File: config.mk
export PLATFORM = sky130hd
export DESIGN_NAME = lcdhri_top
export DESIGN_NICKNAME = d
export VERILOG_FILES = /design/src/rtl/lcdhri_pkg.sv /design/src/rtl/lcdhri_top.sv
export SDC_FILE = /design/constraint.sdc
export NUM_CORES = 1
export LEC_CHECK = 0
export ABC_AREA = 1
export BUFFER_PORTS_ARGS = -buffer_cell sky130_fd_sc_hd__buf_2
export CORE_MARGIN = 1.5
export CORE_UTILIZATION = 45
export CTS_CLUSTER_DIAMETER = 120
export DETAILED_ROUTE_END_ITERATION = 8
export MAX_ROUTING_LAYER = met4
export PLACE_DENSITY = 0.6
export SYNTH_ARGS = -nofsm -noshare
export SYNTH_HDL_FRONTEND = slang
export SYNTH_SLANG_ARGS = --single-unit
File: constraint.sdc
create_clock -name core_clk_i -period 8.5 [get_ports core_clk_i]
set_clock_uncertainty 0.05 [all_clocks]
set_input_delay 1.275 -clock core_clk_i [delete_from_list [all_inputs] [get_ports core_clk_i]]
set_output_delay 1.275 -clock core_clk_i [all_outputs]
set_load 0.005 [all_outputs]
File: src/rtl/lcdhri_pkg.sv
// constants, types and pin bundle of the display host register interface
package lcdhri_pkg;
    // core clock and timing
    localparam int CLK_PERIOD_NS    = 10;                 // 100 mhz core
    localparam int CORE_CLK_HZ      = 100_000_000;
    localparam int OSC_HZ           = 45_000;             // nominal oscillator
    localparam int OSC_DIV_CYCLES   = CORE_CLK_HZ / OSC_HZ;
    localparam int RESET_HOLD_NS    = 1_200_000;          // 1.2 ms low on pin
    localparam int RESET_HOLD_CYCLES =
        (RESET_HOLD_NS + CLK_PERIOD_NS - 1) / CLK_PERIOD_NS;
    localparam int BUSY_OSC_TICKS   = 2;                  // oscillator ticks busy

    // widths and depths
    localparam int DATA_W      = 8;
    localparam int PTR_W       = 7;
    localparam int GLYPH_W     = 5;
    localparam int DISP_DEPTH  = 12;
    localparam int GLYPH_DEPTH = 32;
    localparam int ICON_DEPTH  = 5;
    localparam int BUSY_BIT    = 7;                       // data_bit_seven
    localparam logic [3:0] FRAME_BITS = 4'h8;
    localparam logic [PTR_W-1:0] DISP_LAST  = 7'h0b;
    localparam logic [PTR_W-1:0] GLYPH_LAST = 7'h1f;
    localparam logic [PTR_W-1:0] ICON_LAST  = 7'h04;
    localparam logic [3:0] DISP_LAST_POS    = 4'hb;
    localparam logic [4:0] DISP_DEPTH_5     = 5'h0c;
    localparam logic [2:0] BUSY_TICKS_3     = 3'h2;

    // command codes, matched on the upper bits
    localparam logic [0:0] OP_DISP_SET   = 1'h1;   // 1aaaaaaa
    localparam logic [1:0] OP_GLYPH_SET  = 2'h1;   // 01aaaaaa
    localparam logic [2:0] OP_ICON_SET   = 3'h1;   // 001aaaaa
    localparam logic [3:0] OP_SHIFT      = 4'h1;   // 0001_1r00, r=1 right
    localparam logic [5:0] OP_ENTRY      = 6'h01;  // 000001i0, i=1 increment
    localparam int SHIFT_DIR_BIT = 2;
    localparam int ENTRY_INC_BIT = 1;

    // which memory data accesses target
    typedef enum logic [1:0] {
        LCDHRI_MEM_DISP,
        LCDHRI_MEM_GLYPH,
        LCDHRI_MEM_ICON
    } lcdhri_mem_t;

    // serial frame state
    typedef enum logic [1:0] {
        LCDHRI_SER_IDLE,
        LCDHRI_SER_SHIFT,
        LCDHRI_SER_WAIT
    } lcdhri_ser_t;

    // pins from outside the core clock domain
    typedef struct packed {
        logic cs_n;        // chip select, low active
        logic scl;         // shift clock from host
        logic serial_data_line;         // serial_data_line input side
        logic rs;          // register_select
        logic rw;          // direction, 1 = read
        logic osc;         // oscillator_input
        logic osc_ext;     // 1 = use external oscillator
        logic rst_n;       // reset pin, low active
    } lcdhri_pins_t;

    localparam int PIN_N = 8;
    localparam lcdhri_pins_t PINS_RST = 8'h81;   // cs_n and rst_n idle high
endpackage

File: src/rtl/lcdhri_top.sv
// serial host register interface of a one-line character display controller
`timescale 1ns/1ns
`default_nettype none
module lcdhri_top #(
    parameter int RESET_HOLD_CYCLES = lcdhri_pkg::RESET_HOLD_CYCLES
) (
    input  wire logic                 core_clk_i,
    input  wire logic                 resetn_i,
    input  wire lcdhri_pkg::lcdhri_pins_t pins_i,     // raw pin levels
    input  wire logic [3:0]           disp_pos_i,     // position being driven
    output logic                      sio_o,          // serial data out
    output logic                      sio_oe_o,       // high while driving
    output logic                      busy_o,         // busy_indicator copy
    output logic [7:0]                disp_code_o     // code at disp_pos_i
);
    ////////////////////////////////////////////////////////////////////////
    // pin synchronisers: three flops, change taken when 2nd and 3rd agree
    logic [2:0]               sync_ff [lcdhri_pkg::PIN_N]; // per pin chain
    lcdhri_pkg::lcdhri_pins_t lvl_ff;                      // filtered levels
    lcdhri_pkg::lcdhri_pins_t prev_ff;                     // last levels
    logic                     sys_rst;                     // combined reset
    logic                     pin_rst_ff;                  // from reset pin

    genvar gi;
    generate
        for (gi = 0; gi < lcdhri_pkg::PIN_N; gi++) begin : g_sync
            // shift chain, first flop read only by the second
            always_ff @(posedge core_clk_i) begin
                if (!resetn_i) begin
                    sync_ff[gi] <= {3{lcdhri_pkg::PINS_RST[gi]}};
                end else begin
                    sync_ff[gi] <= {sync_ff[gi][1:0], pins_i[gi]};
                end
            end
            // accept a level only once it stood two samples
            always_ff @(posedge core_clk_i) begin
                if (!resetn_i) begin
                    lvl_ff[gi] <= lcdhri_pkg::PINS_RST[gi];
                end else if (sync_ff[gi][1] == sync_ff[gi][2]) begin
                    lvl_ff[gi] <= sync_ff[gi][2];
                end
            end
        end
    endgenerate

    // previous levels for edge detection
    always_ff @(posedge core_clk_i) begin
        if (sys_rst) begin
            prev_ff <= lcdhri_pkg::PINS_RST;
        end else begin
            prev_ff <= lvl_ff;
        end
    end

    wire cs_fall  = prev_ff.cs_n & ~lvl_ff.cs_n;
    wire cs_rise  = ~prev_ff.cs_n & lvl_ff.cs_n;
    wire scl_rise = ~prev_ff.scl & lvl_ff.scl;
    wire scl_fall = prev_ff.scl & ~lvl_ff.scl;

    ////////////////////////////////////////////////////////////////////////
    // reset pin: low longer than the hold time resets the interface registers; the memories keep their contents
    logic [$clog2(RESET_HOLD_CYCLES+1)-1:0] rst_cnt_ff;   // low-time count

    always_ff @(posedge core_clk_i) begin
        if (!resetn_i || lvl_ff.rst_n) begin
            rst_cnt_ff <= '0;
            pin_rst_ff <= 1'b0;
        end else if (rst_cnt_ff == ($bits(rst_cnt_ff))'(RESET_HOLD_CYCLES)) begin
            pin_rst_ff <= 1'b1;
        end else begin
            rst_cnt_ff <= rst_cnt_ff + 1'b1;
        end
    end
    assign sys_rst = !resetn_i || pin_rst_ff;

    ////////////////////////////////////////////////////////////////////////
    // oscillator tick: internal divider or external clock edge
    logic [$clog2(lcdhri_pkg::OSC_DIV_CYCLES)-1:0] div_ff; // internal divider
    logic                                          tick_ff; // one-cycle tick

    // external edges are filtered like any pin; internal is a divider
    always_ff @(posedge core_clk_i) begin
        if (sys_rst) begin
            div_ff  <= '0;
            tick_ff <= 1'b0;
        end else if (lvl_ff.osc_ext) begin
            div_ff  <= '0;
            tick_ff <= ~prev_ff.osc & lvl_ff.osc;
        end else if (div_ff == ($bits(div_ff))'(lcdhri_pkg::OSC_DIV_CYCLES-1))
        begin
            div_ff  <= '0;
            tick_ff <= 1'b1;
        end else begin
            div_ff  <= div_ff + 1'b1;
            tick_ff <= 1'b0;
        end
    end

    ////////////////////////////////////////////////////////////////////////
    // serial frame engine: sample on scl rise, shift out on scl fall
    lcdhri_pkg::lcdhri_ser_t ser_ff;         // frame state
    logic [3:0]              bit_cnt_ff;     // bits taken so far
    logic [7:0]              shin_ff;        // received byte
    logic [7:0]              shout_ff;       // byte being sent
    logic                    frm_rs_ff;      // register_select of frame
    logic                    frm_rw_ff;      // direction of frame
    logic                    done_ff;        // one-cycle end of frame
    logic                    busy_ff;        // busy_indicator
    logic [6:0]              ptr_ff;         // address_pointer
    logic [7:0]              dbuf_ff;        // data_buffer_register

    always_ff @(posedge core_clk_i) begin
        if (sys_rst) begin
            ser_ff     <= lcdhri_pkg::LCDHRI_SER_IDLE;
            bit_cnt_ff <= '0;
            shin_ff    <= '0;
            shout_ff   <= '0;
            frm_rs_ff  <= 1'b0;
            frm_rw_ff  <= 1'b0;
            done_ff    <= 1'b0;
            sio_o      <= 1'b0;
            sio_oe_o   <= 1'b0;
        end else begin
            done_ff <= 1'b0;
            if (cs_rise) begin
                // frame abandoned or closed: release the line
                ser_ff   <= lcdhri_pkg::LCDHRI_SER_IDLE;
                sio_oe_o <= 1'b0;
            end else begin
                unique case (ser_ff)
                    lcdhri_pkg::LCDHRI_SER_IDLE: begin
                        if (cs_fall) begin
                            ser_ff     <= lcdhri_pkg::LCDHRI_SER_SHIFT;
                            bit_cnt_ff <= '0;
                            frm_rs_ff  <= lvl_ff.rs;
                            frm_rw_ff  <= lvl_ff.rw;
                            sio_oe_o   <= lvl_ff.rw;
                            // status lets busy through even while busy
                            if (!lvl_ff.rs) begin
                                shout_ff <= {busy_ff, ptr_ff};
                                sio_o    <= busy_ff;
                            end else begin
                                shout_ff <= dbuf_ff;
                                sio_o    <= dbuf_ff[7];
                            end
                        end
                    end
                    lcdhri_pkg::LCDHRI_SER_SHIFT: begin
                        if (scl_rise) begin
                            shin_ff    <= {shin_ff[6:0], lvl_ff.serial_data_line};
                            bit_cnt_ff <= bit_cnt_ff + 1'b1;
                            if (bit_cnt_ff == lcdhri_pkg::FRAME_BITS - 1'b1)
                            begin
                                ser_ff  <= lcdhri_pkg::LCDHRI_SER_WAIT;
                                done_ff <= 1'b1;
                            end
                        end else if (scl_fall && frm_rw_ff) begin
                            shout_ff <= {shout_ff[6:0], 1'b0};
                            sio_o    <= shout_ff[6];
                        end
                    end
                    lcdhri_pkg::LCDHRI_SER_WAIT: begin
                        // extra clocks after a full byte are ignored
                        ser_ff <= lcdhri_pkg::LCDHRI_SER_WAIT;
                    end
                endcase
            end
        end
    end

    ////////////////////////////////////////////////////////////////////////
    // decode of finished frames; writes while busy are dropped
    logic [7:0]              cmd_ff;         // command_register, write-only
    lcdhri_pkg::lcdhri_mem_t sel_ff;         // selected memory
    logic                    inc_ff;         // 1 = pointer counts up
    logic [3:0]              shift_ff;       // display rotation 0..11
    logic                    fetch_ff;       // prefetch one cycle later
    logic [2:0]              tick_cnt_ff;    // oscillator ticks while busy

    wire accept = done_ff && !busy_ff && !(frm_rw_ff && !frm_rs_ff);
    wire cmd_wr = accept && !frm_rs_ff && !frm_rw_ff;
    wire dat_wr = accept && frm_rs_ff && !frm_rw_ff;
    wire dat_rd = accept && frm_rs_ff && frm_rw_ff;
    wire is_disp  = shin_ff[7] == lcdhri_pkg::OP_DISP_SET;
    wire is_glyph = shin_ff[7:6] == lcdhri_pkg::OP_GLYPH_SET;
    wire is_icon  = shin_ff[7:5] == lcdhri_pkg::OP_ICON_SET;
    wire is_shift = shin_ff[7:4] == lcdhri_pkg::OP_SHIFT;
    wire is_entry = shin_ff[7:2] == lcdhri_pkg::OP_ENTRY;
    wire addr_set = cmd_wr && (is_disp || is_glyph || is_icon);

    // last address of the selected memory, for wrapping
    logic [6:0] last_addr;
    always_comb begin
        unique case (sel_ff)
            lcdhri_pkg::LCDHRI_MEM_DISP:  last_addr = lcdhri_pkg::DISP_LAST;
            lcdhri_pkg::LCDHRI_MEM_GLYPH: last_addr = lcdhri_pkg::GLYPH_LAST;
            lcdhri_pkg::LCDHRI_MEM_ICON:  last_addr = lcdhri_pkg::ICON_LAST;
            default:                      last_addr = lcdhri_pkg::DISP_LAST;
        endcase
    end

    // command register holds the last instruction, never shifted out
    always_ff @(posedge core_clk_i) begin
        if (sys_rst) begin
            cmd_ff <= '0;
        end else if (cmd_wr) begin
            cmd_ff <= shin_ff;
        end
    end

    // address pointer and memory select
    always_ff @(posedge core_clk_i) begin
        if (sys_rst) begin
            ptr_ff <= '0;
            sel_ff <= lcdhri_pkg::LCDHRI_MEM_DISP;
        end else if (addr_set) begin
            if (is_disp) begin
                sel_ff <= lcdhri_pkg::LCDHRI_MEM_DISP;
                ptr_ff <= shin_ff[6:0];
            end else if (is_glyph) begin
                sel_ff <= lcdhri_pkg::LCDHRI_MEM_GLYPH;
                ptr_ff <= {1'b0, shin_ff[5:0]};
            end else begin
                sel_ff <= lcdhri_pkg::LCDHRI_MEM_ICON;
                ptr_ff <= {2'b00, shin_ff[4:0]};
            end
        end else if (dat_wr || dat_rd) begin
            // wrap inside the selected memory in both directions
            if (inc_ff) begin
                ptr_ff <= (ptr_ff >= last_addr) ? '0 : ptr_ff + 1'b1;
            end else begin
                ptr_ff <= (ptr_ff == '0 || ptr_ff > last_addr) ? last_addr
                                                              : ptr_ff - 1'b1;
            end
        end
    end

    // entry direction and display rotation
    always_ff @(posedge core_clk_i) begin
        if (sys_rst) begin
            inc_ff   <= 1'b1;
            shift_ff <= '0;
        end else if (cmd_wr && is_entry) begin
            inc_ff <= shin_ff[lcdhri_pkg::ENTRY_INC_BIT];
        end else if (cmd_wr && is_shift) begin
            if (shin_ff[lcdhri_pkg::SHIFT_DIR_BIT]) begin
                shift_ff <= (shift_ff == '0) ? lcdhri_pkg::DISP_LAST_POS
                                             : shift_ff - 1'b1;
            end else begin
                shift_ff <= (shift_ff == lcdhri_pkg::DISP_LAST_POS) ? '0
                                                                : shift_ff + 1'b1;
            end
        end
    end

    ////////////////////////////////////////////////////////////////////////
    // memories and data buffer
    logic [7:0] disp_mem  [lcdhri_pkg::DISP_DEPTH];
    logic [4:0] glyph_mem [lcdhri_pkg::GLYPH_DEPTH];
    logic [4:0] icon_mem  [lcdhri_pkg::ICON_DEPTH];

    // write the received byte at the pointer of the selected memory
    always_ff @(posedge core_clk_i) begin
        if (dat_wr && ptr_ff <= last_addr) begin
            unique case (sel_ff)
                lcdhri_pkg::LCDHRI_MEM_DISP:  disp_mem[ptr_ff[3:0]] <= shin_ff;
                lcdhri_pkg::LCDHRI_MEM_GLYPH: glyph_mem[ptr_ff[4:0]] <=
                                                  shin_ff[4:0];
                lcdhri_pkg::LCDHRI_MEM_ICON:  icon_mem[ptr_ff[2:0]] <=
                                                  shin_ff[4:0];
                default: ;
            endcase
        end
    end

    // prefetch runs one cycle after the pointer has settled
    always_ff @(posedge core_clk_i) begin
        if (sys_rst) begin
            fetch_ff <= 1'b0;
        end else begin
            fetch_ff <= addr_set || dat_rd || dat_wr;
        end
    end

    // data buffer: written byte first, then refilled from memory
    always_ff @(posedge core_clk_i) begin
        if (sys_rst) begin
            dbuf_ff <= '0;
        end else if (dat_wr) begin
            dbuf_ff <= shin_ff;
        end else if (fetch_ff) begin
            if (ptr_ff > last_addr) begin
                dbuf_ff <= '0;                                 // out of range
            end else begin
                unique case (sel_ff)
                    lcdhri_pkg::LCDHRI_MEM_DISP:
                        dbuf_ff <= disp_mem[ptr_ff[3:0]];
                    lcdhri_pkg::LCDHRI_MEM_GLYPH:
                        dbuf_ff <= {3'h0, glyph_mem[ptr_ff[4:0]]};
                    lcdhri_pkg::LCDHRI_MEM_ICON:
                        dbuf_ff <= {3'h0, icon_mem[ptr_ff[2:0]]};
                    default: dbuf_ff <= '0;
                endcase
            end
        end
    end

    ////////////////////////////////////////////////////////////////////////
    // busy: held for a few oscillator ticks after each accepted transfer
    always_ff @(posedge core_clk_i) begin
        if (sys_rst) begin
            busy_ff     <= 1'b0;
            tick_cnt_ff <= '0;
        end else if (accept) begin
            busy_ff     <= 1'b1;
            tick_cnt_ff <= '0;
        end else if (busy_ff && tick_ff) begin
            if (tick_cnt_ff == lcdhri_pkg::BUSY_TICKS_3 - 1'b1) begin
                busy_ff <= 1'b0;
            end
            tick_cnt_ff <= tick_cnt_ff + 1'b1;
        end
    end

    ////////////////////////////////////////////////////////////////////////
    // display read port through the rotated mapping
    wire [4:0] pos_sum = {1'b0, disp_pos_i} + {1'b0, shift_ff};
    wire [4:0] pos_wr  = (pos_sum >= lcdhri_pkg::DISP_DEPTH_5)
                         ? pos_sum - lcdhri_pkg::DISP_DEPTH_5 : pos_sum;

    always_ff @(posedge core_clk_i) begin
        if (sys_rst) begin
            disp_code_o <= '0;
            busy_o      <= 1'b0;
        end else begin
            disp_code_o <= disp_mem[pos_wr[3:0]];
            busy_o      <= busy_ff;
        end
    end
endmodule // lcdhri_top
`default_nettype wire

==> summary.txt <==
Run status
  – Outcome: finished, final reports clean

Finish
  – Area Growth Syn to Fin: 9.849%
  – Share of cells above drive strength 1: 8.535%
  – Final core occ: between 40% and 50%
  – Nets: 1,993
  – Fillcell total: 3,806
  – # diodes: 0

Worst setup path
  – Worst path cell trace: buf_2 > ha_2 > buf_4 > inv_1 > nand3_1 > nand3_2 > o21ai_2 > nand2_1 > nor2_1 > nor2_1
  – Critical Path RT: 8910 ps
  – Reg2reg end: disp_mem[0][2]
  – RR Startpoint: sel_ff[0]
  – Sum of buffers and inverters on the critical path: 3
  – Startpoint Class: input pin
  – CP top delay family: buffers and inverters
  – Critical-path top delay cell: o21ai_2
  – End of the critical path: disp_code_o[4]
  – Arr. time, crit path: 4050 ps
  – Crit-path max cell delay: 590 ps
  – Cell mode on critical path: nor2_1
  – Crit path depth: 10
  – Reg2Reg Depth: 15
  – Crit path capture type: flop
  – CP max FO: 74
  – Worst R2R Setup Slack: 4990 ps
  – Setup crit start: disp_pos_i[0]
  – Setup CP Type: input pin to flop

Placement
  – Routability cong.: 0.9277
  – Hpwl dp: 28,450 µm
  – Worst slack, placed: 4365 ps
  – Port bufs: 24

Global routing
  – Largest net degree at the start of global routing: 110
  – Initial antenna violation count: 0
  – Grt total ovfl: 0
  – Global-route wire length before repair: about 70,000 µm
  – GRT Total Usage: between 20% and 30%
  – Number of global-route vias before repair: between 10,000 and 15,000

Synthesis
  – Synth top cells by count: 389 x nand2_1, 281 x edfxtp_1, 195 x nand3_1, 187 x nor2_1, 182 x o21ai_0
  – Register area share after synthesis: 59.93%
  – Post-synth EDFFs: 281
  – Area contributors post-synth: edfxtp_1 46%, dfxtp_1 14%, nand2_1 7.9%, nand3_1 5.3%, o21ai_0 4.9%
  – Ys Warns: 0
  – Yosys top cell area share: 45.56%
  – Most common cell in the netlist: nand2_1
  – Seq cells post-synth: 414
  – Leading area contributor after synthesis: edfxtp_1
  – Top FF cell, synth: edfxtp_1
  – Mapped cell area: 0.01852 mm²
  – Post-synthesis cell count: 1,958
  – Avg Cell Area, Syn: around 9.5 µm²
  – Syn_nets: 2,003
  – Netlist cell types: 51
  – Synth async-reset ratio: 0%

Timing
  – # setup viols final: 0
  – RSZ-0062 raised after global routing: no
  – Relative slew slack: between 10% and 20%
  – Crit share post-route: 42.86%
  – Fmax: ~270 MHz
  – Pins over their slew limit: 0
  – Worst-Margin Slew: 1296 ps
  – Post-route worst setup slack: about 5000 ps
  – Setup TNS: 0 ps
  – Fin crit period: 3643 ps
  – Hold Fails Final Rpt: 0
  – Min Hold Slack: 365.1 ps

Clock tree
  – CTS tree: built
  – Num CTS Buffers: 44
  – CTS clk-pin slew, worst paths: ~60 ps
  – Clk buf depth: 3
  – Post-CTS Setup Repair Bufs: 0
  – Clk_lat worst skew: 560 ps
  – TritonCTS Sinks: 414
  – H-tree Lvls: 2
  – Post-CTS Resized: 0
  – Hold_buf cts: 0
  – Clk root buf: clkbuf_16

Detailed routing
  – 1st-iter DRT viols: 1,240
  – Via density: about 5.5
  – Metal3 WL: roughly 2800 µm
  – DRC: 0
  – DR pass1 iterations: 6
  – Highest metal used: met4
  – DRT antenna net count: 0
  – Drt wl/cell: between 15 and 20 µm
  – Met2 WL: 21,070 µm
  – Routed metal-1 wirelength: 20,340 µm
  – Final wirelength: between 40,000 and 50,000 µm
  – Vias: approximately 14,000

Hold path
  – Hold Path Class: flop to flop

Die
  – DIE HEIGHT: 205.9 µm
  – Die width: roughly 210 µm
  – Top Ports: 25
  – Die Area: 0.04239 mm²
  – Row cnt: 74
  – Core area: 0.04074 mm²
  – Initial core utilization: 45.47%

Power and ir drop
  – P_leak: 0.007160 µW
  – Max VDD drop: 0.1539 mV
  – PwrDens: 203.4 mW/mm²

Flow run
  – Max_cap viols: 0
==> worst min path at each step <==
stage                   from        endpoint  slack, ps  cells past startpoint
2_1_floorplan  sync_ff[0][9]  sync_ff[0][10]        340                      2
3_3_place_gp   sync_ff[0][0]   sync_ff[0][1]        350                      1
3_5_place_dp   sync_ff[1][3]   sync_ff[1][4]        350                      2
4_1_cts        sync_ff[1][3]   sync_ff[1][4]        370                      2
5_1_grt        sync_ff[0][0]   sync_ff[0][1]        380                      1
6_report       sync_ff[1][3]   sync_ff[1][4]        370                      2
==> cells in the final DEF (no fill, tap or decap), types with 9 or more instances in the layout <==
cell / n
nand2_1: 389
edfxtp_1: 281
nand3_1: 195
nor2_1: 186
o21ai_0: 182
inv_1: 168
dfxtp_1: 126
a21oi_1: 116
clkbuf_16: 45
ha_1: 29
buf_2: 24
nor3_1: 21
o22ai_1: 19
o211ai_1: 15
clkinv_2: 13
nand2_2: 12
buf_4: 12
nand4_1: 9
xor2_1: 9
==> metal layers <==
| metal | track usage, % | up-vias |
|---|---|---|
| met4 | 6.858 | 0 |
| met2 | 34.94 | 414 |
| met1 | 30.24 | 6560 |
| met5 | - | - |
| li1 | - | 6656 |
| met3 | 3.816 | 82 |
==> state kept, by name, indices dropped and copies added, names as in the netlist, 12 cells and up, named ones only <==
| signal | cells |
|---|---|
| disp_mem | 96 |
| rst_cnt_ff | 17 |
| sync_ff | 24 |
| div_ff | 12 |
| glyph_mem | 160 |
| icon_mem | 25 |
==> layout make-up <==
cell class,count,area [µm²],share of cell area (%)
Clock buffer,55,1184,5.817
Clock inverter,23,200.2,0.9839
Inverter,179,675.6,3.321
Multi-Input combinational cell,1273,6300,30.96
Sequential cell,414,11110,54.61
Tap cell,532,665.6,3.271
Timing Repair Buffer,36,210.2,1.033
==> worst min-delay path: stages (launching register included) <==
cell and delay (ps):
dfxtp_1 310, nand2_1 50, inv_1 40
==> report_power, final <==
group | internal, µW | switching (µW) | total (µW)
logic | 37.7 | 81.9 | 120
registers | 2140 | 8.70 | 2150
clock network | 1080 | 791 | 1870
==> per-stage QoR <==
| stage | area (µm²) | instances | total power [µW] |
|---|---|---|---|
| 3_3_place_gp | 18960 | 2434 | 2308 |
| 2_1_floorplan | 18520 | 1958 | 2281 |
| 5_1_grt | 20350 | 2512 | 4267 |
| 6_report | 20350 | 2512 | 4138 |
| 3_5_place_dp | 18960 | 2434 | 2310 |
| 4_1_cts | 20350 | 2512 | 4170 |
==> cells by family after synthesis <==
logic type / count (synthesis) / synth area share (%)
AOI/OAI and AO/OA: 369 / 10.71
buffers and inverters: 271 / 6.086
and+or+nand+nor: 860 / 20.42
adders and majority gates: 31 / 2.135
DFF: 414 / 59.93
xor gates and xnor gates: 13 / 0.7161
(Power assumes the default switching activity.)
